===== config.mk =====
export PLATFORM = sky130hd
export DESIGN_NAME = ssa_regs
export DESIGN_NICKNAME = d
export VERILOG_FILES = /design/src/rtl/ssa_regs_pkg.sv /design/src/rtl/ssa_regs.sv
export VERILOG_INCLUDE_DIRS = /design/src /design/src/rtl
export SDC_FILE = /design/constraint.sdc
export NUM_CORES = 1
export LEC_CHECK = 0
export ABC_AREA = 1
export BUFFER_PORTS_ARGS = -buffer_cell sky130_fd_sc_hd__buf_4
export CAP_MARGIN = 30
export CORE_ASPECT_RATIO = 1.5
export CORE_MARGIN = 2
export CORE_UTILIZATION = 50
export DETAILED_ROUTE_END_ITERATION = 12
export PLACE_DENSITY_LB_ADDON = 0.25
export SLEW_MARGIN = 25
export SYNTH_ARGS = -nofsm -noshare
export SYNTH_HDL_FRONTEND = slang
export SYNTH_SLANG_ARGS = --single-unit
export TNS_END_PERCENT = 20

===== constraint.sdc =====
create_clock -name clk_in -period 3.05 [get_ports clk_in]
set_clock_uncertainty 0.1 [all_clocks]
set_input_delay 0.7625 -clock clk_in [delete_from_list [all_inputs] [get_ports clk_in]]
set_output_delay 0.7625 -clock clk_in [all_outputs]
set_load 0.05 [all_outputs]

===== src/rtl/ssa_regs_cfg.svh =====
`ifndef SSA_REGS_CFG_SVH
`define SSA_REGS_CFG_SVH
`define PC_RX_RESET 0
`define PC_TX_RESET 1
`define PC_STRIP_SYNC 2
`define PC_CLEAR_SYNC 3
`define PC_TX_IRQ_EN 4
`define PC_RX_IRQ_EN 5
`define PC_ADDR_LO 6
`define PC_ADDR_HI 7
`define PC_RESET_VAL 8'h03
`define SC_RESET_VAL 8'h00
`define TC_RESET_VAL 4'h0
`define SP_RESET_VAL 8'h00
`define TC_EXT_SYNC 0
`define TC_TWO_SYNC 1
`define TC_CLR_CTS 2
`define TC_CLR_UNDERFLOW 3
`define ST_RX_AVAIL 0
`define ST_TX_AVAIL 1
`define ST_DCD 2
`define ST_CTS 3
`define ST_UNDERFLOW 4
`define ST_OVERRUN 5
`define ST_PARITY 6
`define ST_IRQ 7
`define TX_RELOAD_CYCLES 1
`endif


===== src/rtl/ssa_regs_pkg.sv =====
package ssa_regs_pkg;
  typedef enum logic [1:0] {
    SEL_SECONDARY,
    SEL_TERTIARY,
    SEL_SYNC,
    SEL_TX_FIFO
  } write_sel_t;
  typedef enum {
    TX_HELD,
    TX_SETTLE,
    TX_READY
  } tx_state_t;
endpackage


===== src/rtl/ssa_regs.sv =====
`timescale 1ns/100ps
`include "ssa_regs_cfg.svh"
module ssa_regs import ssa_regs_pkg::*; #(
  parameter int WIDTH = 8
) (
  // Clock and reset
  input wire logic clk_in,
  input wire logic rst_in,
  // Processor bus
  input wire logic chip_select_n_in,
  input wire logic register_select_line_in,
  input wire logic read_not_write_in,
  input wire logic [WIDTH-1:0] data_in,
  output logic [WIDTH-1:0] data_out,
  output logic data_oe_out,
  // Receive side
  input wire logic rx_char_valid_in,
  input wire logic [WIDTH-1:0] rx_char_in,
  input wire logic rx_sync_char_in,
  input wire logic rx_shift_bit_in,
  input wire logic rx_parity_err_in,
  input wire logic dcd_event_in,
  input wire logic [WIDTH-1:0] rx_fifo_data_in,
  input wire logic rx_fifo_avail_in,
  input wire logic rx_overrun_in,
  output logic rx_fifo_push_out,
  output logic [WIDTH-1:0] rx_fifo_wdata_out,
  output logic rx_fifo_pop_out,
  output logic [WIDTH-1:0] rx_shift_out,
  output logic rx_reset_out,
  // Transmit side
  input wire logic tx_fifo_space_in,
  input wire logic tx_underflow_in,
  input wire logic cts_event_in,
  input wire logic cts_level_in,
  output logic tx_fifo_push_out,
  output logic [WIDTH-1:0] tx_fifo_wdata_out,
  output logic tx_reset_out,
  // Control outputs
  output logic [WIDTH-1:0] primary_control_out,
  output logic [WIDTH-1:0] secondary_control_out,
  output logic [3:0] tertiary_control_out,
  output logic [WIDTH-1:0] sync_pattern_out
);

  logic [WIDTH-1:0] primary_control_q, primary_control_d;
  logic [WIDTH-1:0] secondary_control_q, secondary_control_d;
  logic [3:0] tertiary_control_q, tertiary_control_d;
  logic [WIDTH-1:0] sync_pattern_q, sync_pattern_d;
  logic [WIDTH-1:0] rx_shift_q, rx_shift_d;
  logic parity_q, parity_d;
  logic dcd_q, dcd_d;
  logic underflow_q, underflow_d;
  logic cts_q, cts_d;
  logic rx_push_q, rx_push_d;
  logic [WIDTH-1:0] rx_data_q, rx_data_d;
  logic tx_push_q, tx_push_d;
  logic [WIDTH-1:0] tx_data_q, tx_data_d;
  logic [WIDTH-1:0] rd_q, rd_d;
  logic rd_oe_q, rd_oe_d;
  logic rx_pop_q, rx_pop_d;
  tx_state_t tx_state_q, tx_state_d;
  logic [3:0] reload_cnt_q, reload_cnt_d;
  logic wr_cycle, rd_cycle, rx_rst, tx_rst, tx_avail;
  logic rx_avail, irq_now;
  write_sel_t wsel;

  // Write with select high aimed at one target
  function automatic logic sel_write(input logic wr, input logic rs, input write_sel_t sel,
                                     input write_sel_t target);
    return wr && rs && (sel == target);
  endfunction

  // Level that only counts while its section runs
  function automatic logic run_gate(input logic level, input logic held);
    return level && !held;
  endfunction

  // Status byte as the processor sees it
  function automatic logic [7:0] status_byte(input logic rx_av, input logic tx_av, input logic dcd,
                                             input logic cts, input logic uf, input logic ovr,
                                             input logic par, input logic irq);
    logic [7:0] s;
    s = 8'h00;
    s[`ST_RX_AVAIL] = rx_av;
    s[`ST_TX_AVAIL] = tx_av;
    s[`ST_DCD] = dcd;
    s[`ST_CTS] = cts;
    s[`ST_UNDERFLOW] = uf;
    s[`ST_OVERRUN] = ovr;
    s[`ST_PARITY] = par;
    s[`ST_IRQ] = irq;
    return s;
  endfunction

  // Bus decode and derived levels
  always_comb begin
    wr_cycle = !chip_select_n_in && !read_not_write_in;
    rd_cycle = !chip_select_n_in && read_not_write_in;
    wsel = write_sel_t'({primary_control_q[`PC_ADDR_HI], primary_control_q[`PC_ADDR_LO]});
    rx_rst = primary_control_q[`PC_RX_RESET];
    tx_rst = primary_control_q[`PC_TX_RESET];
    rx_avail = run_gate(rx_fifo_avail_in, rx_rst);
    // Availability held off while in reset
    tx_avail = run_gate(tx_fifo_space_in && (tx_state_q == TX_READY), tx_rst);
    irq_now = dcd_q || cts_q || (primary_control_q[`PC_TX_IRQ_EN] && tx_avail) ||
              (primary_control_q[`PC_RX_IRQ_EN] && rx_avail);
  end

  // Register writes and transmit loads
  always_comb begin
    primary_control_d = primary_control_q;
    secondary_control_d = secondary_control_q;
    tertiary_control_d = tertiary_control_q;
    sync_pattern_d = sync_pattern_q;
    tx_push_d = 1'b0;
    tx_data_d = tx_data_q;
    if (wr_cycle && !register_select_line_in) begin
      primary_control_d = data_in;
    end
    if (wr_cycle && register_select_line_in) begin
      case (wsel)
        SEL_SECONDARY: secondary_control_d = data_in;
        SEL_TERTIARY: tertiary_control_d = data_in[3:0];
        SEL_SYNC: sync_pattern_d = data_in;
        SEL_TX_FIFO: begin
          if (tx_state_q == TX_READY && !tx_rst) begin
            tx_push_d = 1'b1;
            tx_data_d = data_in;
          end
        end
        default: secondary_control_d = secondary_control_q;
      endcase
    end
    // Transmit path cleared while held
    if (tx_rst) begin
      tx_push_d = 1'b0;
      tx_data_d = '0;
    end
  end

  // Transmit reload timing
  always_comb begin
    tx_state_d = tx_state_q;
    reload_cnt_d = reload_cnt_q;
    case (tx_state_q)
      TX_HELD: begin
        if (!primary_control_d[`PC_TX_RESET]) begin
          tx_state_d = TX_SETTLE;
          reload_cnt_d = 4'(`TX_RELOAD_CYCLES);
        end
      end
      TX_SETTLE: begin
        if (tx_rst) begin
          tx_state_d = TX_HELD;
        end else if (reload_cnt_q <= 4'h1) begin
          tx_state_d = TX_READY;
        end else begin
          reload_cnt_d = reload_cnt_q - 4'h1;
        end
      end
      TX_READY: begin
        if (tx_rst) begin
          tx_state_d = TX_HELD;
        end
      end
      default: tx_state_d = TX_HELD;
    endcase
  end

  // Receive path and sticky flags
  always_comb begin
    rx_shift_d = rx_shift_q;
    rx_push_d = 1'b0;
    rx_data_d = rx_data_q;
    parity_d = parity_q | rx_parity_err_in;
    dcd_d = dcd_q | dcd_event_in;
    underflow_d = underflow_q;
    cts_d = cts_q;
    if (rx_char_valid_in) begin
      rx_shift_d = {rx_shift_q[WIDTH-2:0], rx_shift_bit_in};
    end
    if (rx_char_valid_in && !rx_sync_char_in) begin
      if (!(primary_control_q[`PC_STRIP_SYNC] && rx_char_in == sync_pattern_q)) begin
        rx_push_d = 1'b1;
        rx_data_d = rx_char_in;
      end
    end
    if (rx_rst) begin
      rx_shift_d = '1;
      rx_push_d = 1'b0;
      parity_d = 1'b0;
      dcd_d = 1'b0;
    end
    // Set wins over software clear
    if (sel_write(wr_cycle, register_select_line_in, wsel, SEL_TERTIARY)) begin
      if (data_in[`TC_CLR_UNDERFLOW]) underflow_d = 1'b0;
      if (data_in[`TC_CLR_CTS]) cts_d = 1'b0;
    end
    if (tx_underflow_in) underflow_d = 1'b1;
    if (cts_event_in) cts_d = 1'b1;
    if (tx_rst) begin
      underflow_d = 1'b0;
      cts_d = 1'b0;
    end
  end

  // Read port
  always_comb begin
    rd_d = '0;
    rd_oe_d = rd_cycle;
    rx_pop_d = 1'b0;
    if (rd_cycle && !register_select_line_in) begin
      rd_d = WIDTH'(status_byte(rx_avail, tx_avail, dcd_q, cts_level_in, underflow_q, rx_overrun_in,
                                parity_q, irq_now));
    end else if (rd_cycle) begin
      rd_d = rx_fifo_data_in;
      rx_pop_d = !rx_rst;
    end
  end

  // Register and load state
  always_ff @(posedge clk_in) begin
    if (rst_in) begin
      primary_control_q <= `PC_RESET_VAL;
      secondary_control_q <= `SC_RESET_VAL;
      tertiary_control_q <= `TC_RESET_VAL;
      sync_pattern_q <= `SP_RESET_VAL;
      tx_push_q <= 1'b0;
      tx_data_q <= '0;
    end else begin
      primary_control_q <= primary_control_d;
      secondary_control_q <= secondary_control_d;
      tertiary_control_q <= tertiary_control_d;
      sync_pattern_q <= sync_pattern_d;
      tx_push_q <= tx_push_d;
      tx_data_q <= tx_data_d;
    end
  end

  // Reload timing state
  always_ff @(posedge clk_in) begin
    if (rst_in) begin
      tx_state_q <= TX_HELD;
      reload_cnt_q <= 4'h0;
    end else begin
      tx_state_q <= tx_state_d;
      reload_cnt_q <= reload_cnt_d;
    end
  end

  // Receive and flag state
  always_ff @(posedge clk_in) begin
    if (rst_in) begin
      rx_shift_q <= '1;
      parity_q <= 1'b0;
      dcd_q <= 1'b0;
      underflow_q <= 1'b0;
      cts_q <= 1'b0;
      rx_push_q <= 1'b0;
      rx_data_q <= '0;
    end else begin
      rx_shift_q <= rx_shift_d;
      parity_q <= parity_d;
      dcd_q <= dcd_d;
      underflow_q <= underflow_d;
      cts_q <= cts_d;
      rx_push_q <= rx_push_d;
      rx_data_q <= rx_data_d;
    end
  end

  // Read port state
  always_ff @(posedge clk_in) begin
    if (rst_in) begin
      rd_q <= '0;
      rd_oe_q <= 1'b0;
      rx_pop_q <= 1'b0;
    end else begin
      rd_q <= rd_d;
      rd_oe_q <= rd_oe_d;
      rx_pop_q <= rx_pop_d;
    end
  end

  // Outputs straight from registers
  always_comb begin
    data_out = rd_q;
    data_oe_out = rd_oe_q;
    rx_fifo_push_out = rx_push_q;
    rx_fifo_wdata_out = rx_data_q;
    rx_fifo_pop_out = rx_pop_q;
    rx_shift_out = rx_shift_q;
    rx_reset_out = rx_rst;
    tx_fifo_push_out = tx_push_q;
    tx_fifo_wdata_out = tx_data_q;
    tx_reset_out = tx_rst;
    primary_control_out = primary_control_q;
    secondary_control_out = secondary_control_q;
    tertiary_control_out = tertiary_control_q;
    sync_pattern_out = sync_pattern_q;
  end

endmodule // ssa_regs


==> summary.md <==
| Metric | Value |
|---|---|
| Post-synthesis xor/xnor area fraction | 0.5960% |
| Clock power share | 35.6% |
| Congestion Overflow GR | 0 |
| Synth Register Bits | 74 |
| Combinational share of power | 15.3% |
| Fin util | 68.80% |
| Max frequency | 523.3 MHz |
| Crit share post-route | 62.66% |
| Global-route wire length before repair | 11990 µm |
| Largest net degree at the start of global routing | 32 |
| RSZ-0062 raised after global routing | false |
| CTS clock-pin slew for the worst setup and hold paths | 80 ps |
| Compound-cell area share of the yosys netlist | 14.60% |
| # IOs | 106 |
| Total Routing Usage GR | 24.03% |
| CORE AREA | 5743 µm² |
| Worst skew pair latency | 350 ps |
| Vias in the first global route | 2650 |
| Largest family of logic cells by synthesized area | simple AND/OR/NAND/NOR gates |
| Ratio of cells with drive above 1 in the final layout | 27.86% |
| H-tree Lvls | 3 |
| Sw Share | 28.61% |
| Hold Path Stages | 2 |
| CTS max path bufs | 2 |
| Critical path's largest stage delay | 450 ps |
| Commonest non-fill, non-tap cell in the layout | buf_4 |
| Seq/Total Area, Yosys | 50.40% |
| Fraction of power consumed by sequential logic | 49.1% |
| Int Pwr | 1.484 mW |
| Pwr per Cell Area | 526.2 nW/µm² |
| Post-synthesis simple-gate area fraction | 24.86% |
| Fin Setup TNS | 0 ps |
| Initial Util | 51.18% |
| CP endpoint kind | output port |
| Setup Buffers After CTS | 0 |
| Most frequent cells in the layout | buf_4, nand2_1, dfxtp_1 |
| Post-Synthesis Cell Area | 2939 µm² |
| Worst-Margin Slew | 805.2 ps |
| Num Clock Sinks | 74 |
| PostCTS Resize Cnt | 0 |
| Number of diodes | 0 |
| TritonCTS clock tree | yes |
| Max Cap Viol | 0 |
| Post-Route WL | 7434 µm |
| CP Launch Point | primary_control_out[7]$_SDFFE_PP0N_ |
| Setup violations, final | 0 |
| Unique cell type count in the Yosys netlist | 32 |
| CTS root buf | clkbuf_8 |
| Slew Limit Fails | 0 |
| Worst EP required | 2190 ps |
| Slowest CP cell | dfxtp_1 |
| Slew margin rel. | 46.26% |
| DR iter-0 viols | 147 |
| Worst reg2reg setup slack | 1340 ps |
| Post-route non-filler standard cell count | 571 |
| Worst min-delay path class | reg2reg |
| Die Width | 66.60 µm |
| Post-DP HPWL | 5535 µm |
| Initial antenna violation count | 0 |
| Net Sw Power | 0.5948 mW |
| TritonRoute pass-1 iters | 4 |
| Worst-path cell chain | buf_4 |
| Area contributors post-synth | dfxtp_1, nand2_1, a21oi_1, nor2_1, inv_1 |
| Worst reg2reg path depth | 6 |
| Avg WL per Cell | 13.02 µm |
| Min Tclk post-route | 1911 ps |
| Worst Path Buf+Inv | 1 |
| TritonCTS buffer count | 9 |
| Adder-Cell Fraction of Synth Area | 0.8514% |
| Crit Path Max Fanout | 4 |
| Status | finished, final reports clean |
| WS Path Type | reg2out |
| DRT antenna net count | 0 |
| Gpl congestion | 0.8687 |
| Synth Instances | 390 |
| # nets final | 536 |
| Leak | 1.857 nW |
| Reg2reg start | primary_control_out[2]$_SDFFE_PP0N_ |
| Syn Nets | 432 |
| Fin. Hold Viols | 0 |
| Hold_buf cts | 0 |
| Rows | 34 |
| IO buf count | 105 |
| Die height | 97.90 µm |
| Hold_ws | 350.3 ps |
| Worst R2R End | rx_fifo_wdata_out[6]$_SDFFE_PP0P_ |
| Smallest setup slack after layout | 1139 ps |
| DRC | 0 |
| Area fraction of the dominant cell type after synthesis | 50.40% |
| Yosys warnings | 0 |
| Family with the most delay on the worst path | flip-flops |
| IR drop worst, VDD | 0.3336 mV |
| Area Overhead vs Synth | 34.44% |
| Die ar. | 6520 µm² |
| Worst Hold Endpoint | secondary_control_out[7]$_SDFFE_PP0P_ |
| Vias | 2865 |
| Vias per cell | 5.018 |
| CP arrival | 1050 ps |
| Multiplexer share of the synthesized area | 0% |
| Mean Syn Cell Area | 7.536 µm² |
| Placed Instances | 555 |
| Pre-CTS setup slack | 852.7 ps |
| Post-synth top area cell | dfxtp_1 |
| Worst Min Path Start | secondary_control_out[7]$_SDFFE_PP0P_ |
| Startpoint types | flop |
-- worst register-to-register path, delay by kind of cell (launching register included) --
family / cells / cell delay [ps]
AO/OA/AOI/OAI: 2 / 480
AND/OR/NAND/NOR: 4 / 650
flip-flops: 1 / 380
-- synthesized netlist by cell type (all sizes together) --
master,count
nor3,4
dfxtp,74
nand4,1
clkinv,2
buf,8
xor2,2
clkbuf,6
o2111ai,1
nand3,27
a21oi,45
nand2,86
o21ai,31
a31oi,1
or2,2
ha,2
o21bai,1
inv,45
a21boi,1
nor2,50
o211ai,1
-- per-stage QoR --
stage	area (µm²)	power (mW)
6_report	3951	2.079
5_1_grt	3951	2.160
4_1_cts	3951	2.088
3_5_place_dp	3757	1.360
3_3_place_gp	3757	1.354
2_1_floorplan	2939	1.244
-- state kept, by name, summed over array words and instances, names as in the netlist, 8 cells and up --
| signal | flops |
|---|---|
| data_out | 8 |
| secondary_control_out | 8 |
| tx_fifo_wdata_out | 8 |
| rx_fifo_wdata_out | 8 |
| sync_pattern_out | 8 |
| primary_control_out | 8 |
| rx_shift_out | 8 |
-- final cells by class --
cell class,count,area [µm²]
repair buffers,107,803.3
well taps,72,90.09
inverters,47,180.2
fillers,520,1792
clock buffers,9,123.9
clock inverters,7,70.07
flip-flops and latches,74,1481
multi-input cells,255,1202
-- metal layers --
layer	GRT usage (%)	routed length, µm	part of all wire [%]	vias up
li1	-	-	-	1454
met1	28.06	2982	40	1285
met2	39.15	3726	50	106
met3	7.373	494	6.6	20
met4	11.77	231	3.1	0
met5	0	0	0	-
-- cells by family (layout without fill, tap and decap cells) --
| kind of cell | after synthesis | in the layout |
|---|---|---|
| XOR/XNOR | 2 | 2 |
| buffers and inverters | 61 | 170 |
| AND/OR/NAND/NOR | 170 | 170 |
| AO/OA/AOI/OAI | 81 | 81 |
| adder cells (fa/ha/maj) | 2 | 2 |
| flip-flops | 74 | 74 |
-- power by group through the flow --
stage,clock network [mW],logic (mW),registers [mW]
finish,0.740,0.319,1.02
global route,0.788,0.347,1.02
CTS,0.748,0.319,1.02
detailed placement,0,0.317,1.04
global placement,0,0.311,1.04
floorplan,0,0.122,1.12
-- worst max-delay path by stage --
stage,endpoint,cells past startpoint,slack [ps]
finish,primary_control_out[7],1,1140
global route,rx_fifo_wdata_out[1]$_SDFFE_PP0P_,8,1010
CTS,primary_control_out[7],1,1130
detailed placement,reload_cnt_q[2]$_SDFFE_PP0P_,4,850
global placement,rx_fifo_wdata_out[3]$_SDFFE_PP0P_,9,930
floorplan,rx_fifo_wdata_out[7]$_SDFFE_PP0P_,7,1120
Power figures use the tool's default switching activity.
